`src/hdl/ltx_pkg.sv`:
```
package ltx_pkg;
   // clock figures
   localparam int CLK_PERIOD_NS = 20;
   localparam int LINK_PERIOD_NS = 160;
   localparam int LINK_HALF_CYC = (LINK_PERIOD_NS / 2) / CLK_PERIOD_NS;

   // zero-run lengths that trigger substitution
   localparam int B3ZS_RUN = 3;
   localparam int HDB3_RUN = 4;

   // host register offsets (byte addresses)
   localparam logic [7:0] REG_CTRL = 8'h00;
   localparam logic [7:0] REG_DATA = 8'h04;
   localparam logic [7:0] REG_STATUS = 8'h08;

   // control field positions and reset value
   localparam int CTRL_DUAL_BIT = 0;
   localparam int CTRL_TRANSMITTER_ON_CONTROL_BIT = 1;
   localparam logic [1:0] CTRL_RESET = 2'h2;

   // status field positions
   localparam int STAT_BUSY_BIT = 0;
   localparam int STAT_LEFT_LSB = 8;

   // bits per data word in each rail mode
   localparam logic [5:0] BITS_SINGLE = 6'h20;
   localparam logic [5:0] BITS_DUAL = 6'h10;

   // synchroniser reset: global on reads high after power-up
   localparam logic [3:0] SYNC_RESET = 4'h8;

   // symbols held in the encoder delay line
   typedef enum logic [1:0] {
      SYM_ZERO = 2'b00,
      SYM_MARK = 2'b01,
      SYM_VIOL = 2'b10,
      SYM_BAL = 2'b11
   } ltx_sym_t;
endpackage

```
`src/hdl/ltx_link_if.sv`:
```
`timescale 1ns/1ps
`default_nettype none
interface ltx_link_if;
   logic tx_line_clock;
   logic tx_positive_rail;
   logic tx_negative_rail;
   logic transmitter_on_control;
   logic line_out_plus;
   logic line_out_plus_oe;
   logic line_out_minus;
   logic line_out_minus_oe;

   // documented line interface end
   modport dev (
      input tx_line_clock,
      input tx_positive_rail,
      input tx_negative_rail,
      input transmitter_on_control,
      output line_out_plus,
      output line_out_plus_oe,
      output line_out_minus,
      output line_out_minus_oe
   );

   // terminal equipment end
   modport host (
      output tx_line_clock,
      output tx_positive_rail,
      output tx_negative_rail,
      output transmitter_on_control
   );
endinterface
`default_nettype wire

```
`src/hdl/ltx_device.sv`:
```
// Function
// rail inputs read per configured rail mode
// single rail: serial data on positive rail
// single rail: B3ZS at DS3/STS-1, HDB3 at E3
// rails captured on transmit clock active edge
// dual rail: positive rail marks positive pulse
// dual rail: negative rail marks negative pulse
// dual rail bypasses encoder, pulses unchanged
// dual rail input arrives already line coded
// single rail ignores negative rail, held low
// positive pulse drives plus above minus
// negative pulse drives plus below minus
// outputs tri-stated when global or channel off
// global pin low powers off every transmitter
// on after power-up; channel bit rules otherwise
// no pulse requested gives zero line level
// both rails asserted gives no pulse
//
// Chosen here: the register addresses and the APB interface to the registers.
`timescale 1ns/1ps
`default_nettype none
module ltx_device
   import ltx_pkg::*;
(
   input wire logic clk_i,
   input wire logic rst_b_i,
   ltx_link_if.dev link,
   input wire logic dual_rail_i,
   input wire logic rate_e3_i,
   input wire logic chan_tx_on_i,
   output logic bit_strobe_o,
   output logic invalid_pair_o,
   output logic line_active_o
);
   logic [3:0] raw_in;
   logic [3:0] synced;
   logic clk_s;
   logic pos_s;
   logic neg_s;
   logic gon_s;
   logic clk_d;
   logic bit_tick;
   ltx_sym_t dly [0:3];
   ltx_sym_t next_dly [0:3];
   logic parity;
   logic next_parity;
   ltx_sym_t out_sym;
   logic last_pol;
   logic enc_plus;
   logic enc_minus;
   logic next_last_pol;
   logic pulse_plus;
   logic pulse_minus;
   logic tx_enable;

   // every pin from the far end passes two flip-flops
   assign raw_in = {link.transmitter_on_control, link.tx_negative_rail,
                    link.tx_positive_rail, link.tx_line_clock};

   ltx_sync #(
      .WIDTH(4),
      .RST_VAL(SYNC_RESET)
   ) u_sync (
      .clk_i(clk_i),
      .rst_b_i(rst_b_i),
      .async_i(raw_in),
      .sync_o(synced)
   );

   assign clk_s = synced[0];
   assign pos_s = synced[1];
   assign neg_s = synced[2];
   assign gon_s = synced[3];

   // rising edge of the transmit clock marks one bit period
   always_ff @(posedge clk_i or negedge rst_b_i) begin
      if (!rst_b_i) begin
         clk_d <= 1'b0;
      end else begin
         clk_d <= clk_s;
      end
   end

   assign bit_tick = clk_s & ~clk_d;

   // encoder: shift in, spot zero runs, substitute pending symbols
   always_comb begin
      next_dly[0] = pos_s ? SYM_MARK : SYM_ZERO;
      next_dly[1] = dly[0];
      next_dly[2] = dly[1];
      next_dly[3] = dly[2];
      next_parity = parity ^ pos_s;
      if (!pos_s && rate_e3_i && dly[0] == SYM_ZERO &&
          dly[1] == SYM_ZERO && dly[2] == SYM_ZERO) begin
         // four zeros: 000V or B00V
         next_dly[0] = SYM_VIOL;
         if (!parity) begin
            next_dly[3] = SYM_BAL;
         end
         next_parity = 1'b0;
      end else if (!pos_s && !rate_e3_i && dly[0] == SYM_ZERO &&
                   dly[1] == SYM_ZERO) begin
         // three zeros: 00V or B0V
         next_dly[0] = SYM_VIOL;
         if (!parity) begin
            next_dly[2] = SYM_BAL;
         end
         next_parity = 1'b0;
      end
   end

   // symbol leaving the line of the active rate's length
   assign out_sym = rate_e3_i ? next_dly[HDB3_RUN-1] : next_dly[B3ZS_RUN-1];

   // delay line and pulse parity since last violation
   always_ff @(posedge clk_i or negedge rst_b_i) begin
      if (!rst_b_i) begin
         for (int i = 0; i < 4; i++) begin
            dly[i] <= SYM_ZERO;
         end
         parity <= 1'b0;
      end else if (dual_rail_i) begin
         // encoder idle while bypassed
         for (int i = 0; i < 4; i++) begin
            dly[i] <= SYM_ZERO;
         end
         parity <= 1'b0;
      end else if (bit_tick) begin
         for (int i = 0; i < 4; i++) begin
            dly[i] <= next_dly[i];
         end
         parity <= next_parity;
      end
   end

   // marks alternate, violations repeat the last polarity
   always_comb begin
      enc_plus = 1'b0;
      enc_minus = 1'b0;
      next_last_pol = last_pol;
      case (out_sym)
         SYM_MARK, SYM_BAL: begin
            next_last_pol = ~last_pol;
            enc_plus = ~last_pol;
            enc_minus = last_pol;
         end
         SYM_VIOL: begin
            enc_plus = last_pol;
            enc_minus = ~last_pol;
         end
         default: begin
            enc_plus = 1'b0;
            enc_minus = 1'b0;
         end
      endcase
   end

   // polarity of the last pulse sent (1 = positive)
   always_ff @(posedge clk_i or negedge rst_b_i) begin
      if (!rst_b_i) begin
         last_pol <= 1'b0;
      end else if (bit_tick && !dual_rail_i) begin
         last_pol <= next_last_pol;
      end
   end

   // rail mode selects encoded or bypassed pulses
   always_comb begin
      if (dual_rail_i) begin
         pulse_plus = pos_s & ~neg_s;
         pulse_minus = neg_s & ~pos_s;
      end else begin
         pulse_plus = enc_plus;
         pulse_minus = enc_minus;
      end
   end

   // line drive, one bit period per pulse
   always_ff @(posedge clk_i or negedge rst_b_i) begin
      if (!rst_b_i) begin
         link.line_out_plus <= 1'b0;
         link.line_out_minus <= 1'b0;
      end else if (bit_tick) begin
         link.line_out_plus <= pulse_plus;
         link.line_out_minus <= pulse_minus;
      end
   end

   // global pin gates all; channel bit rules while it is high
   assign tx_enable = gon_s & chan_tx_on_i;

   always_ff @(posedge clk_i or negedge rst_b_i) begin
      if (!rst_b_i) begin
         link.line_out_plus_oe <= 1'b1;
         link.line_out_minus_oe <= 1'b1;
      end else begin
         link.line_out_plus_oe <= tx_enable;
         link.line_out_minus_oe <= tx_enable;
      end
   end

   // user-side status
   always_ff @(posedge clk_i or negedge rst_b_i) begin
      if (!rst_b_i) begin
         bit_strobe_o <= 1'b0;
         invalid_pair_o <= 1'b0;
         line_active_o <= 1'b1;
      end else begin
         bit_strobe_o <= bit_tick;
         invalid_pair_o <= bit_tick & dual_rail_i & pos_s & neg_s;
         line_active_o <= tx_enable;
      end
   end
endmodule
`default_nettype wire

```
`src/hdl/ltx_sync.sv`:
```
`timescale 1ns/1ps
`default_nettype none
module ltx_sync
   import ltx_pkg::*;
#(
   parameter int WIDTH = 4,
   parameter logic [WIDTH-1:0] RST_VAL = '0
) (
   input wire logic clk_i,
   input wire logic rst_b_i,
   input wire logic [WIDTH-1:0] async_i,
   output logic [WIDTH-1:0] sync_o
);
   logic [WIDTH-1:0] meta;

   // two-stage synchroniser; only the second stage is visible
   always_ff @(posedge clk_i or negedge rst_b_i) begin
      if (!rst_b_i) begin
         meta <= RST_VAL;
         sync_o <= RST_VAL;
      end else begin
         meta <= async_i;
         sync_o <= meta;
      end
   end
endmodule
`default_nettype wire

```
`src/flat_wrapper.sv`:
```
// flat-port wrapper written by rule: the top's interface ports become plain ports
module ltx_device_flat import ltx_pkg::*;
  (clk_i, rst_b_i, dual_rail_i, rate_e3_i, chan_tx_on_i, bit_strobe_o, invalid_pair_o, line_active_o, link_tx_line_clock, link_tx_positive_rail, link_tx_negative_rail, link_transmitter_on_control, link_line_out_plus, link_line_out_plus_oe, link_line_out_minus, link_line_out_minus_oe);
  ltx_link_if link_i ();
  input wire logic clk_i;
  input wire logic rst_b_i;
  input wire logic dual_rail_i;
  input wire logic rate_e3_i;
  input wire logic chan_tx_on_i;
  output logic bit_strobe_o;
  output logic invalid_pair_o;
  output logic line_active_o;
  input wire logic [$bits(link_i.tx_line_clock)-1:0] link_tx_line_clock;
  input wire logic [$bits(link_i.tx_positive_rail)-1:0] link_tx_positive_rail;
  input wire logic [$bits(link_i.tx_negative_rail)-1:0] link_tx_negative_rail;
  input wire logic [$bits(link_i.transmitter_on_control)-1:0] link_transmitter_on_control;
  output wire logic [$bits(link_i.line_out_plus)-1:0] link_line_out_plus;
  output wire logic [$bits(link_i.line_out_plus_oe)-1:0] link_line_out_plus_oe;
  output wire logic [$bits(link_i.line_out_minus)-1:0] link_line_out_minus;
  output wire logic [$bits(link_i.line_out_minus_oe)-1:0] link_line_out_minus_oe;
  assign link_i.tx_line_clock = link_tx_line_clock;
  assign link_i.tx_positive_rail = link_tx_positive_rail;
  assign link_i.tx_negative_rail = link_tx_negative_rail;
  assign link_i.transmitter_on_control = link_transmitter_on_control;
  assign link_line_out_plus = link_i.line_out_plus;
  assign link_line_out_plus_oe = link_i.line_out_plus_oe;
  assign link_line_out_minus = link_i.line_out_minus;
  assign link_line_out_minus_oe = link_i.line_out_minus_oe;
  ltx_device u_core (.clk_i(clk_i), .rst_b_i(rst_b_i), .link(link_i), .dual_rail_i(dual_rail_i), .rate_e3_i(rate_e3_i), .chan_tx_on_i(chan_tx_on_i), .bit_strobe_o(bit_strobe_o), .invalid_pair_o(invalid_pair_o), .line_active_o(line_active_o));
endmodule
```
`config.mk`:
```
export PLATFORM = sky130hd
export DESIGN_NAME = ltx_device_flat
export DESIGN_NICKNAME = d
export VERILOG_FILES = /design/src/hdl/ltx_pkg.sv /design/src/hdl/ltx_link_if.sv /design/src/hdl/ltx_device.sv /design/src/hdl/ltx_sync.sv /design/src/flat_wrapper.sv
export SDC_FILE = /design/constraint.sdc
export NUM_CORES = 1
export LEC_CHECK = 0
export ABC_AREA = 1
export BUFFER_PORTS_ARGS = -buffer_cell sky130_fd_sc_hd__buf_4
export CORE_MARGIN = 4
export CORE_UTILIZATION = 35
export DETAILED_ROUTE_END_ITERATION = 12
export SLEW_MARGIN = 5
export SYNTH_ARGS = -nofsm -noshare
export SYNTH_HDL_FRONTEND = slang
export SYNTH_HIERARCHICAL = 1
export SYNTH_SLANG_ARGS = --single-unit
```
`constraint.sdc`:
```
create_clock -name clk_i -period 2.32 [get_ports clk_i]
set_input_delay 0.116 -clock clk_i [delete_from_list [all_inputs] [get_ports clk_i]]
set_output_delay 0.116 -clock clk_i [all_outputs]
set_load 0.02 [all_outputs]
```
==> results.json <==
{
  "outcome": "complete, no violations",
  "clock_tree.buffer_depth": 2,
  "crit_type": "reg2reg",
  "io_buffers": 15,
  "hold_viol_final": 0,
  "rsz0062_at_grt": "false",
  "timing.critical_path.fanout_max": 5,
  "globalRouteMet2Util_pct": 17.10,
  "flops_latches_synth": 22,
  "setup.worst_path.start_class": "flop",
  "final-seq-area_um2": 554.3,
  "critical-path-max-stage-delay_ns": 0.44,
  "critPathCaptureType": "flop",
  "detailedPlace.worstSlack_ns": 0.9390,
  "grt_overflow": 0,
  "dr_drc_count": 0,
  "initial_utilization_pct": 37.87,
  "multi_input_area_um2": 326.6,
  "clock_tree.htree_level_count": 1,
  "worst_ir_drop_vdd_v": 0.0004324,
  "drive_gt1_share_pct": 30.77,
  "clk_transition_reported_paths_ns": 0.12,
  "gr-usage-all-layers_pct": 10.92,
  "insertedDiodeCount": 0,
  "final_min_period_over_clock_period_pct": 60.98,
  "worstMarginPinSlew_ns": 0.3363,
  "fin_ws_ns": 0.9052,
  "final_cell_mix": "sky130_fd_sc_hd__nand2_1 (24), sky130_fd_sc_hd__dfrtp_1 (19), sky130_fd_sc_hd__buf_4 (15)",
  "maxSlewHeadroom_pct": 77.58,
  "cp_max_stage_cell": "sky130_fd_sc_hd__dfrtp_1",
  "setup_violations": 0,
  "path_buf_inv": 1,
  "timing.fmax_mhz": 706.8,
  "global_route.usage.met1_pct": 13.71,
  "avgViaCountPerCell": 4.688,
  "antenna_violations_before_repair": 0,
  "io_pins": 16,
  "hpwl_um": 1302,
  "min_path_type": "in2reg",
  "synthesis.nets": 117,
  "static-leakage-power_nw": 0.6136,
  "fillCellCount": 254,
  "flow.area_growth_from_synthesis_pct": 24.71,
  "cts.root.buffer_cell": "sky130_fd_sc_hd__clkbuf_4",
  "dieArea_um2": 3685,
  "globalRouteMet3Util_pct": 2.979,
  "pin_count_of_the_biggest_net_entering_global_routing": 23,
  "insertion_delay_ns": 0.30,
  "pwr_density_cell_nw_per_um2": 701.4,
  "via_count_of_the_first_global_routing_pass": 711,
  "cap_viol_max_count": 0,
  "wire_length_of_the_first_global_routing_pass_um": 2973,
  "tns_ns": 0,
  "ys_types": 19,
  "first_pass_iters": 4,
  "critical_path_arrival_ns": 1.61,
  "die_height_um": 60.71,
  "cts_tree": "done",
  "drtAntennaViolNets": 0,
  "synth_seq_area_share_pct": 57.01,
  "grt_busiest_layer": "met2",
  "timing.critical_path.mode_cell": "sky130_fd_sc_hd__nand2_1",
  "die_width_um": 60.71,
  "routed_wire_length_per_instance_um": 10.82,
  "period_minus_slack_ns": 1.415,
  "row_count": 18,
  "timing.final.max_slew_violations": 0,
  "number_of_cts_inserted_buffers": 3,
  "gp_congestion": 0.7575,
  "finished_layout_cell_area_um2": 1212,
  "yosys_warnings": 6,
  "final_nets": 140,
  "post_synth.cell_area_avg_um2": 9.002,
  "worstPathRequired_ns": 2.52,
  "syn-instance-count": 108,
  "path_cells": "inv_2, nand2_2, nor2_4, nand2_2, nand2_2, nand2_1, nand2_1, nand2_2, nand2_1, nand2_1, nand2_1, nand2_1",
  "vias": 750,
  "critical-path-top-delay-family": "simple AND/OR/NAND/NOR gates",
  "placement.cell_area_um2": 1100,
  "hold-worst-slack_ns": 0.08718,
  "synth_area_um2": 972.2,
  "drt_iter0_markers": 8,
  "total_number_of_clock_tree_sinks": 22,
  "clock-skew-final_ns": 0.005606,
  "core_region_area_um2": 2567,
  "finalWirelength_um": 1731,
  "layout_commonest_cell": "sky130_fd_sc_hd__nand2_1",
  "ctsResizeCount": 0,
  "power_mw": 0.8504
}
[worst paths after layout]
path | startpoint | endpoint | slack (ns) | cells after the start
worst max-delay path | u_core/u_sync/sync_o[1] | u_core/link.line_out_minus | 0.91 | 12
worst min-delay path | dual_rail_i | u_core/invalid_pair_o | 0.09 | 3
worst max register to register | u_core/u_sync/sync_o[1] | u_core/link.line_out_minus | 0.91 | 12
worst min register to register | u_core/u_sync/meta[3] | u_core/u_sync/sync_o[3] | 0.37 | 0
max in group asynchronous | rst_b_i | u_core/line_active_o | 1.82 | 2
min in group asynchronous | rst_b_i | u_core/dly[4] | 0.23 | 2
[cell families (layout without fill, tap and decap cells)]
family	count (synthesis)	after routing	share of synthesized area, %
buffers and inverters	21	43	9.394
DFF	22	22	57.02
AOI/OAI and AO/OA	11	11	6.306
and+or+nand+nor	54	54	27.29
[sequential cells by signal, summed over array words and instances, names as in the netlist]
name / cells
u_core/last_pol: 1
u_core/link.line_out_minus: 1
u_core/u_sync/sync_o: 4
u_core/bit_strobe_o: 1
u_core/link.line_out_plus: 1
u_core/invalid_pair_o: 1
u_core/parity: 1
u_core/u_sync/meta: 4
u_core/dly: 6
u_core/clk_d: 1
u_core/line_active_o: 1
[repair_timing]
| item | CTS | global route |
|---|---|---|
| endpoints found under the hold margin | 27 | 0 |
| hold buffers | 6 | 0 |
| buffers inserted | 0 | 0 |
| endpoints found under the setup margin | 0 | 0 |
[metal layers]
layer,vias up,wire length [µm]
met5,-,0
met4,0,23
met3,4,71
met2,16,795
met1,343,840
li1,387,-
[final cells by class]
type,instances,share of cell area (%)
sequential,22,45.72
multi-input combinational,65,26.94
timing repair buffer,21,14.24
inverter,18,5.676
tap,30,3.096
clock inverter,1,2.477
clock buffer,3,1.858
[power by group]
part           internal (mW)  leakage, nW  switching [mW]
clock network          0.175       0.0279           0.110
logic                 0.0568        0.311          0.0819
registers              0.411        0.274          0.0154
[worst reg2reg max path, stage by stage, from the launching register on]
cell	delay (ns)
sky130_fd_sc_hd__dfrtp_1	0.44
sky130_fd_sc_hd__inv_2	0.13
sky130_fd_sc_hd__nand2_2	0.08
sky130_fd_sc_hd__nor2_4	0.12
sky130_fd_sc_hd__nand2_2	0.08
sky130_fd_sc_hd__nand2_2	0.06
sky130_fd_sc_hd__nand2_1	0.05
sky130_fd_sc_hd__nand2_1	0.09
sky130_fd_sc_hd__nand2_2	0.07
sky130_fd_sc_hd__nand2_1	0.06
sky130_fd_sc_hd__nand2_1	0.04
sky130_fd_sc_hd__nand2_1	0.05
sky130_fd_sc_hd__nand2_1	0.05
[stage by stage]
step	utilization, %	instances
floorplan	-	108
global placement	42.84	150
detailed placement	42.84	150
CTS	47.22	160
global route	47.22	160
finish	47.22	160
[synthesized netlist by cell type, drive strengths merged]
cell type	number	share of area, %
nand2	28	12
dfrtp	19	49
inv	16	6.2
nand3	10	5.1
nor2	10	6.4
o22ai	5	3.2
o21ai	4	2.1
buf	3	2.3
dfstp	3	8.1
nor4	3	1.9
a21oi	2	1.0
clkinv	2	0.90
nand4	2	1.3
or2	1	0.64
No activity file was read; power rests on OpenSTA's default activity.
